===== config.mk =====
export PLATFORM = sky130hd
export DESIGN_NAME = usb_sie_address_stall_status
export DESIGN_NICKNAME = d
export VERILOG_FILES = /design/src/core/sie_pkg.sv /design/src/core/usb_sie_address_stall_status.sv
export SDC_FILE = /design/constraint.sdc
export NUM_CORES = 1
export LEC_CHECK = 0
export BUFFER_PORTS_ARGS = -buffer_cell sky130_fd_sc_hd__buf_4
export CORE_MARGIN = 4
export CORE_UTILIZATION = 45
export DETAILED_ROUTE_END_ITERATION = 7
export PLACE_DENSITY_LB_ADDON = 0.2
export SLEW_MARGIN = 5
export SYNTH_ARGS = -nofsm -noshare
export SYNTH_HDL_FRONTEND = slang
export SYNTH_SLANG_ARGS = --single-unit

===== constraint.sdc =====
create_clock -name clock -period 1.3 [get_ports clock]
set_input_delay 0 -clock clock [delete_from_list [all_inputs] [get_ports clock]]
set_output_delay 0 -clock clock [all_outputs]
set_load 0.005 [all_outputs]

===== src/core/sie_pkg.sv =====
package sie_pkg;

  localparam logic [11:0] OFS_ADDR_WAKE = 12'h000;
  localparam logic [11:0] OFS_OUT_STALL = 12'h004;
  localparam logic [11:0] OFS_IN_STALL  = 12'h008;
  localparam logic [11:0] OFS_STATUS    = 12'h00C;
  localparam logic [11:0] OFS_ACTIVE    = 12'h010;

  localparam int BIT_NAK_MASK  = 7;
  localparam int BIT_INTEGRITY = 6;
  localparam int BIT_NO_REPLY  = 4;
  localparam int BIT_IN_TOKEN  = 3;
  localparam int BIT_OUT_TOKEN = 2;
  localparam int BIT_FIFO_ERR  = 1;
  localparam int BIT_DEFERRED  = 0;

  localparam logic [7:0] RESET_ADDR_WAKE = 8'h00;
  localparam logic [7:0] RESET_STALL     = 8'h00;
  localparam logic [7:0] RESET_STATUS    = 8'h00;
  localparam logic [7:0] STATUS_WMASK    = 8'hC7;

  // Events reported by the serial engine for one clock cycle each.
  typedef struct packed {
    logic       bus_reset;
    logic       setup_token;
    logic       in_token;
    logic       out_token;
    logic       out_zero_len;
    logic       nak_sent;
    logic       rx_integrity_error;
    logic       no_reply;
    logic       fifo_error;
    logic       status_in_ok;
    logic [7:0] in_fault;
    logic [7:0] out_fault;
  } sie_event_t;

endpackage : sie_pkg


===== src/core/usb_sie_address_stall_status.sv =====
`timescale 1ns/10ps
module usb_sie_address_stall_status #(
  parameter int NUM_EP = 8
) (
  input  wire logic                clock,
  input  wire logic                rst_b,
  input  wire logic                psel,
  input  wire logic                penable,
  input  wire logic                pwrite,
  input  wire logic [11:0]         paddr,
  input  wire logic [31:0]         pwdata,
  input  wire logic [3:0]          pstrb,
  output logic      [31:0]         prdata,
  output logic                     pready,
  output logic                     pslverr,
  input  wire sie_pkg::sie_event_t evt,
  input  wire logic                bus_suspended_flag,
  output logic      [6:0]          active_address,
  output logic                     remote_wakeup_enable,
  output logic      [7:0]          in_stall,
  output logic      [7:0]          out_stall,
  output logic                     usb_irq
);
  import sie_pkg::*;

  logic [7:0] device_address_wake;
  logic [7:0] out_stall_flags;
  logic [7:0] in_stall_flags;
  logic [7:0] serial_engine_status;
  logic [6:0] addr_live;
  logic       addr_pending;
  logic       bus_suspended_flag_q;
  logic       irq_q;

  // Masks of implemented stall bits for the configured endpoint count.
  localparam logic [7:0] IN_IMPL  = 8'(({8'h00, 8'hFF} >> (8 - NUM_EP)));
  localparam logic [7:0] OUT_IMPL = IN_IMPL & 8'hFE;

  // Bus decode: every access completes with no wait state.
  wire        wr_cycle  = psel & penable & pwrite;
  wire        lane0     = pstrb[0];
  wire        hit_addr  = paddr == OFS_ADDR_WAKE;
  wire        hit_out   = paddr == OFS_OUT_STALL;
  wire        hit_in    = paddr == OFS_IN_STALL;
  wire        hit_stat  = paddr == OFS_STATUS;
  wire        hit_act   = paddr == OFS_ACTIVE;
  wire        mapped    = hit_addr | hit_out | hit_in | hit_stat | hit_act;
  wire        wr_addr   = wr_cycle & lane0 & hit_addr;
  wire        wr_out    = wr_cycle & lane0 & hit_out;
  wire        wr_in     = wr_cycle & lane0 & hit_in;
  wire        wr_stat   = wr_cycle & lane0 & hit_stat;
  wire  [7:0] wbyte     = pwdata[7:0];
  wire        deferred  = serial_engine_status[BIT_DEFERRED];
  wire        stall_clr = evt.bus_reset | evt.setup_token;

  assign pready  = 1'b1;
  assign pslverr = psel & penable & ~mapped;

  // Read mux; unimplemented bits were never stored and read as zero.
  logic [7:0] rbyte;
  always_comb begin
    rbyte = 8'h00;
    if (hit_addr) rbyte = device_address_wake;
    if (hit_out)  rbyte = out_stall_flags & OUT_IMPL;
    if (hit_in)   rbyte = in_stall_flags & IN_IMPL;
    if (hit_stat) rbyte = serial_engine_status;
    if (hit_act)  rbyte = {1'b0, addr_live};
  end

  // Read data is registered at the setup phase so it is stable in access.
  always_ff @(posedge clock or negedge rst_b) begin
    if (!rst_b) prdata <= 32'h0000_0000;
    else if (psel & ~penable & ~pwrite) prdata <= {24'h000000, rbyte};
  end

  // Address and wakeup register, reset to zero.
  always_ff @(posedge clock or negedge rst_b) begin
    if (!rst_b) device_address_wake <= RESET_ADDR_WAKE;
    else if (wr_addr) device_address_wake <= wbyte;
  end

  // Stall flags: improper operation sets, reset and SETUP clear, set wins.
  wire [7:0] next_out_stall = (wr_out ? wbyte : (stall_clr ? 8'h00 : out_stall_flags))
                              | evt.out_fault;
  wire [7:0] next_in_stall  = (wr_in ? wbyte : (stall_clr ? 8'h00 : in_stall_flags))
                              | evt.in_fault;
  always_ff @(posedge clock or negedge rst_b) begin
    if (!rst_b) begin
      out_stall_flags <= RESET_STALL;
      in_stall_flags  <= RESET_STALL;
    end else begin
      out_stall_flags <= next_out_stall & OUT_IMPL;
      in_stall_flags  <= next_in_stall & IN_IMPL;
    end
  end

  // Status: firmware writes writable bits, hardware sets override clears.
  logic [7:0] next_status;
  always_comb begin
    next_status = serial_engine_status;
    if (wr_stat) next_status = (wbyte & STATUS_WMASK) | (serial_engine_status & ~STATUS_WMASK);
    if (evt.setup_token) next_status[BIT_OUT_TOKEN] = 1'b0;
    if (evt.rx_integrity_error) next_status[BIT_INTEGRITY] = 1'b1;
    if (evt.no_reply) next_status[BIT_NO_REPLY] = 1'b1;
    if (wr_stat && !wbyte[BIT_NO_REPLY] && !evt.no_reply) next_status[BIT_NO_REPLY] = 1'b0;
    if (evt.in_token) next_status[BIT_IN_TOKEN] = 1'b1;
    else if (evt.out_token | evt.setup_token) next_status[BIT_IN_TOKEN] = 1'b0;
    if (evt.out_token && !evt.out_zero_len) next_status[BIT_OUT_TOKEN] = 1'b1;
    if (evt.fifo_error) next_status[BIT_FIFO_ERR] = 1'b1;
    next_status[5] = 1'b0;
  end

  always_ff @(posedge clock or negedge rst_b) begin
    if (!rst_b) serial_engine_status <= RESET_STATUS;
    else serial_engine_status <= next_status;
  end

  // Address in use by the engine: immediate or deferred until status IN.
  always_ff @(posedge clock or negedge rst_b) begin
    if (!rst_b) begin
      addr_live    <= 7'h00;
      addr_pending <= 1'b0;
    end else if (wr_addr && !deferred) begin
      addr_live    <= wbyte[7:1];
      addr_pending <= 1'b0;
    end else if (wr_addr) begin
      addr_pending <= 1'b1;
    end else if (addr_pending && evt.status_in_ok) begin
      addr_live    <= device_address_wake[7:1];
      addr_pending <= 1'b0;
    end
  end

  // Interrupt: unmasked NAK or a rising suspend indication gives a pulse.
  wire bus_suspended_flag_rise = bus_suspended_flag & ~bus_suspended_flag_q;
  wire nak_irq   = evt.nak_sent & ~serial_engine_status[BIT_NAK_MASK];
  always_ff @(posedge clock or negedge rst_b) begin
    if (!rst_b) begin
      bus_suspended_flag_q <= 1'b0;
      irq_q  <= 1'b0;
    end else begin
      bus_suspended_flag_q <= bus_suspended_flag;
      irq_q  <= nak_irq | bus_suspended_flag_rise;
    end
  end

  assign usb_irq              = irq_q;
  assign active_address       = addr_live;
  assign remote_wakeup_enable = device_address_wake[0];
  assign in_stall             = in_stall_flags;
  assign out_stall            = out_stall_flags;

  AST_STALL_CLEAR: assert property (@(posedge clock) disable iff (!rst_b)
    (stall_clr && !wr_in && evt.in_fault == 8'h00) |=> in_stall_flags == 8'h00)
    else $error("IN stall not cleared by reset or SETUP");
  AST_OUT_STALL: assert property (@(posedge clock) disable iff (!rst_b)
    evt.out_fault[1] && NUM_EP > 1 |=> out_stall_flags[1])
    else $error("OUT stall not set on fault");
  AST_OUT_BIT0: assert property (@(posedge clock) disable iff (!rst_b)
    out_stall_flags[0] == 1'b0)
    else $error("OUT stall bit 0 set");
  AST_NAK_IRQ: assert property (@(posedge clock) disable iff (!rst_b)
    evt.nak_sent && !serial_engine_status[BIT_NAK_MASK] |=> usb_irq)
    else $error("NAK did not raise interrupt");
  AST_NAK_MASK: assert property (@(posedge clock) disable iff (!rst_b)
    evt.nak_sent && serial_engine_status[BIT_NAK_MASK] && !bus_suspended_flag_rise |=> !usb_irq)
    else $error("Masked NAK raised interrupt");
  AST_INTEGRITY: assert property (@(posedge clock) disable iff (!rst_b)
    evt.rx_integrity_error |=> serial_engine_status[BIT_INTEGRITY])
    else $error("Integrity flag not set");
  AST_OUT_ZLP: assert property (@(posedge clock) disable iff (!rst_b)
    evt.out_token && evt.out_zero_len && !wr_stat && !evt.setup_token
    |=> $stable(serial_engine_status[BIT_OUT_TOKEN]))
    else $error("Zero length OUT changed flag");
  AST_FIFO_ERR: assert property (@(posedge clock) disable iff (!rst_b)
    serial_engine_status[BIT_FIFO_ERR] && !wr_stat |=> serial_engine_status[BIT_FIFO_ERR])
    else $error("FIFO error flag lost");
  AST_IMMEDIATE: assert property (@(posedge clock) disable iff (!rst_b)
    wr_addr && !deferred |=> active_address == $past(wbyte[7:1]))
    else $error("Address not adopted at once");
  AST_DEFER: assert property (@(posedge clock) disable iff (!rst_b)
    wr_addr && deferred && addr_live != wbyte[7:1] |=> active_address != device_address_wake[7:1])
    else $error("Deferred address taken early");
  AST_SUSPEND: assert property (@(posedge clock) disable iff (!rst_b)
    bus_suspended_flag_rise |=> usb_irq)
    else $error("Suspend entry gave no interrupt");

endmodule : usb_sie_address_stall_status


Word-level counts from Yosys, hierarchy flattened
Index checks and enable logic that the tools add are counted.
Widths: inputs -> output; s select.
{"block": "word_totals", "inputBits": 80, "register_bits": 48, "out_inout_bits": 59, "elab_cells": 88}
{"block": "op_classes", "n_eq_ne": 5, "n_mux": 24, "n_bitwise": 27, "n_reduce_logical": 18}
{"operator": "$mux 8", "count": 9}
{"operator": "$mux 7", "count": 4}
{"operator": "$eq 12x4->1 const B", "count": 2}
{"operator": "$or 8x8->8", "count": 2}
{"operator": "$and 1x1->1", "count": 12}
{"operator": "$eq 12x3->1 const B", "count": 1}
{"operator": "$eq 12x5->1 const B", "count": 1}
{"operator": "$logic_not 12->1", "count": 1}
{"operator": "$reduce_bool 3->1", "count": 4}
{"operator": "$mux 1", "count": 11}
{"operator": "$or 8x5->8", "count": 1}
{"operator": "$or 1x1->1", "count": 7}
{"operator": "$reduce_bool 2->1", "count": 3}
{"operator": "$logic_and 1x1->1", "count": 5}
{"operator": "$not 1->1", "count": 5}
{"operator": "$logic_not 1->1", "count": 4}
{"operator": "$ne 2x1->1 const B", "count": 1}
{"operator": "$reduce_and 2->1", "count": 1}

Logic depth before layout (Yosys ltp)
{"block": "logic_depth", "ltp_word": 7, "depth_mapped": 7, "ltp_nobuf": 5}

Least setup slack after synthesis
OpenSTA, ideal clock, no wires.
{"block": "synth_timing", "path_kind": "input to register", "start": "input paddr[1]", "end": "register device_address_wake[0]", "path_stages": 5, "slack_ps": -99, "setup_ps": 125, "t_arrival_ps": 1274, "cell_sequence": "nor3_1 -> nand4_2 -> nor3_2 -> buf_4 -> mux2_2"}
{"block": "synth_between", "elab_chain_cells": 2}
{"item": "start, declared", "line_no": "usb_sie_address_stall_status.sv:10", "text": "input wire logic [11:0] paddr,"}
{"item": "$logic_not 12->1", "line_no": "usb_sie_address_stall_status.sv:42", "text": "wire hit_addr = paddr == OFS_ADDR_WAKE;"}
{"item": "$and 1x1->1", "line_no": "usb_sie_address_stall_status.sv:48", "text": "wire wr_addr = wr_cycle & lane0 & hit_addr;"}
{"item": "end signal, assigned", "line_no": "usb_sie_address_stall_status.sv:79", "text": "else if (wr_addr) device_address_wake <= wbyte;"}
{"item": "end, declared", "line_no": "usb_sie_address_stall_status.sv:26", "text": "logic [7:0] device_address_wake;"}
Every way passes these cells.
A chain may end at the register's enable or synchronous reset.

Final worst setup path
{"block": "layout_timing", "start": "register serial_engine_status[3]", "end": "register serial_engine_status[3]"}
{"block": "layout_between", "elab_chain_cells": 4}
{"item": "start, declared", "line_no": "usb_sie_address_stall_status.sv:29", "text": "logic [7:0] serial_engine_status;"}
{"item": "start signal, assigned", "line_no": "usb_sie_address_stall_status.sv:115", "text": "else serial_engine_status <= next_status;"}
{"item": "$or 8x5->8", "line_no": "usb_sie_address_stall_status.sv:101", "text": "if (wr_stat) next_status = (wbyte & STATUS_WMASK) | (serial_engine_status & ~STATUS_WMASK);"}
{"item": "$mux 7", "line_no": "usb_sie_address_stall_status.sv:101"}
{"item": "$mux 1", "line_no": "usb_sie_address_stall_status.sv:107", "text": "else if (evt.out_token | evt.setup_token) next_status[BIT_IN_TOKEN] = 1'b0;"}
{"item": "$mux 1", "line_no": "usb_sie_address_stall_status.sv:106", "text": "if (evt.in_token) next_status[BIT_IN_TOKEN] = 1'b1;"}
Every way passes these cells. The select of a mux whose other input is x is not followed.

==> run summary <==
Run status
• finished clean — run status

Logic synthesis
• dfrtp_1 — area leader, netlist
• dfrtp_1 (48), nand2_1 (30), buf_4 (28) — most frequent cells after synthesis
• 262 — cell count after synthesis
• 0 — xor-xnor portion of the synthesized cell area
• 1.00 — share of flip-flops with an asynchronous set or reset
• 48 — number of storage elements in the synthesis netlist
• 0 — number of synthesized flops with an enable pin
• dfrtp_1 — cell with the most instances after synthesis
• 0.0858 — fraction of synthesized area in multiplexers
• dfrtp_1 — most used flip-flop cell after synthesis
• 0 — Warnings, synthesis
• 0.176 — simple-gate area share of the yosys netlist
• 0.172 — compound-gate portion of the synthesized area
• 0.453 — share of the synthesized area in the top cell type
• 0.00265 sq mm — cell area after technology mapping
• 10.1 sq um — average cell area after synthesis
• simple AND/OR/NAND/NOR gates — combinational family with the most area after synthesis
• 0 — Post-Synth Adder-Cell Area
• dfrtp_1 (45%), buf_4 (7.9%), a211o_1 (5.6%) — Area contributors post-synth
• 0.453 — Seq/Total Area, Yosys
• 42 — synth unique cells

Routing
• 0 — remaining antenna violation count
• 4 — First-pass DRT Iterations
• 0 — drt drc
• 5.11 — mean number of vias per cell
• 7.53 mm — Total Wirelength
• 16.0 um — per-cell routed wire length
• 2403 — routed vias
• 100 — initial drt markers

Die
• 84.8 um — width of the chip
• 0.00561 sq mm — area of the core
• 139 — I/O Pins
• 0.473 — Initial Util
• 0.00719 sq mm — Die ar.
• 84.8 um — chip height
• 27 — standard-cell row count

CTS
• 2 — number of H-tree levels
• clkbuf_8 — clock tree root buffer cell
• 90 ps — Clock transition at path regs
• 5 — number of buffers inserted during clock tree synthesis
• 0 — Post-CTS Repair Setup Buffers
• 310 ps — Clock Latency Late Sink
• 48 — sinks on the clock net
• 2 — maximum count of clock buffers along a single path
• done — CTS tree

Cells and area
• 47.8% — post-synthesis to final-layout area growth
• 477 — Layout Nets
• 0.00130 sq mm — area taken by multi-input logic gates
• 470 — fin cells
• 0.349 — share of cells above drive strength 1
• 0.00120 sq mm — flip-flop and latch area
• 430 — filler cell count
• 0 — Diodes inserted

Placed design
• 0.820 — Final GP Congestion
• 427 — number of cells in the design after placement
• -288 ps — setup slack at placement
• 84 — port buffer count
• 5.45 mm — post-detail-place hpwl

STA
• 0 — final setup violation count
• 0 — Final Slew Violations
• 0 — number of hold violations in the final report
• 817 MHz — maximum clock frequency
• 0.941 — crit share post-route
• 0.264 — worst rel slew slack
• 2.52 ps — Setup Skew
• 76.6 ps — setup slack of the critical path after layout
• no — unrepaired setup endpoints after global routing
• 1100 ps — Slew @ Worst Pin
• 1220 ps — Period minus WS final
• 0 ps — setup tns final

Power and ir drop
• 0.00193 uW — leakage
• 477 uV — Peak VDD IR
• 3230 uW — total power
• 822 mW/mm^2 — power density normalized to cell area

Worst setup path
• 1420 ps — Worst EP arrival
• 2 — biggest fanout along the worst timing path
• reg -> reg — Crit Path Category
• flop — category of the worst setup path launch point
• flop — CP Capture Type
• 1500 ps — critical path required time

Global route
• 2425 — number of global-route vias before repair
• 0.208 — Global Route Usage Sum
• 0 — antenna violations before repair
• 49 — pin count of the biggest net entering global routing
• 0 — Remaining Overflow, GRT
• 11.9 mm — wire length of the first global-routing pass

Flow run
• 0 — MaxCap Viol Count

Hold path
• in -> reg — worst hold-check path type

[metrics by stage]
step,hold WS (ps),utilization,cell area [sq um]
2_1_floorplan,-296,-,2790
6_report,174,0.699,3920
5_1_grt,207,0.699,3920
3_3_place_gp,47.4,0.612,3430
3_5_place_dp,52.2,0.612,3430
4_1_cts,158,0.695,3900
[critical path, cell delays in order (launching register included)]
cell,delay (ps)
dfrtp_1,410
a21o_1,160
dlygate4sd3_1,550
[layout by cell type (no fill, tap or decap), drive strengths merged, types with 3 or more instances in the layout]
cell / n
a211o: 17
a21oi: 5
a22oi: 6
a2bb2oi: 5
buf: 109
clkbuf: 5
conb: 26
dfrtp: 48
dlygate4sd3: 35
inv: 5
mux2: 10
mux2i: 8
nand2: 30
nand3: 3
nor2: 26
nor3: 3
nor3b: 4
nor4: 4
o21ai: 14
o221a: 6
o22ai: 3
or3: 6
[area by class of cell]
type	instances	area share
Timing Repair Buffer	144	0.305
Inverter	5	0.00478
Sequential cell	48	0.306
Clock buffer	5	0.0175
Tap cell	72	0.0230
Multi-Input combinational cell	193	0.332
Clock inverter	3	0.0108
[repair_timing]
action / 4_1_cts / 5_1_grt
hold buffers: 35 / 0
endpoints found under the hold margin: 84 / 0
endpoints found under the setup margin: 0 / 11
gates resized for setup: 0 / 6
[path summary, 6_finish.rpt]
kind,from,to,slack (ps),cells past startpoint
max,serial_engine_status[3],serial_engine_status[3],80,2
min,paddr[4],prdata[7],170,5
max reg2reg,serial_engine_status[3],serial_engine_status[3],80,2
min reg2reg,bus_suspended_flag_q,usb_irq,420,1
max in group asynchronous,rst_b,device_address_wake[0],660,2
min in group asynchronous,rst_b,prdata[0],230,2
[report_power, final]
group	internal [uW]	switching, uW
Combinational	315	245
Sequential	1530	34.9
Clock	570	530
[layer usage]
| metal | share of wire | wire length, um | GRT usage | vias to the layer above |
|---|---|---|---|---|
| li1 | - | - | - | 1153 |
| met1 | 0.41 | 3120 | 0.258 | 1152 |
| met2 | 0.50 | 3780 | 0.361 | 85 |
| met3 | 0.072 | 546 | 0.0500 | 13 |
| met4 | 0.012 | 91 | 0.0604 | 0 |
| met5 | 0 | 0 | 0 | - |
[kinds of logic after synthesis]
group,Yosys count
AND/OR/NAND/NOR,88
AO/OA/AOI/OAI,60
flip-flops,48
buffers and inverters,45
multiplexers,19
other,2
[state kept, by name, summed over array words and instances, names as in the netlist]
name / flops
addr_pending: 1
prdata: 8
active_address: 7
device_address_wake: 8
out_stall: 7
usb_irq: 1
in_stall: 8
bus_suspended_flag_q: 1
serial_engine_status: 7
No activity file was read; power rests on OpenSTA's default activity.
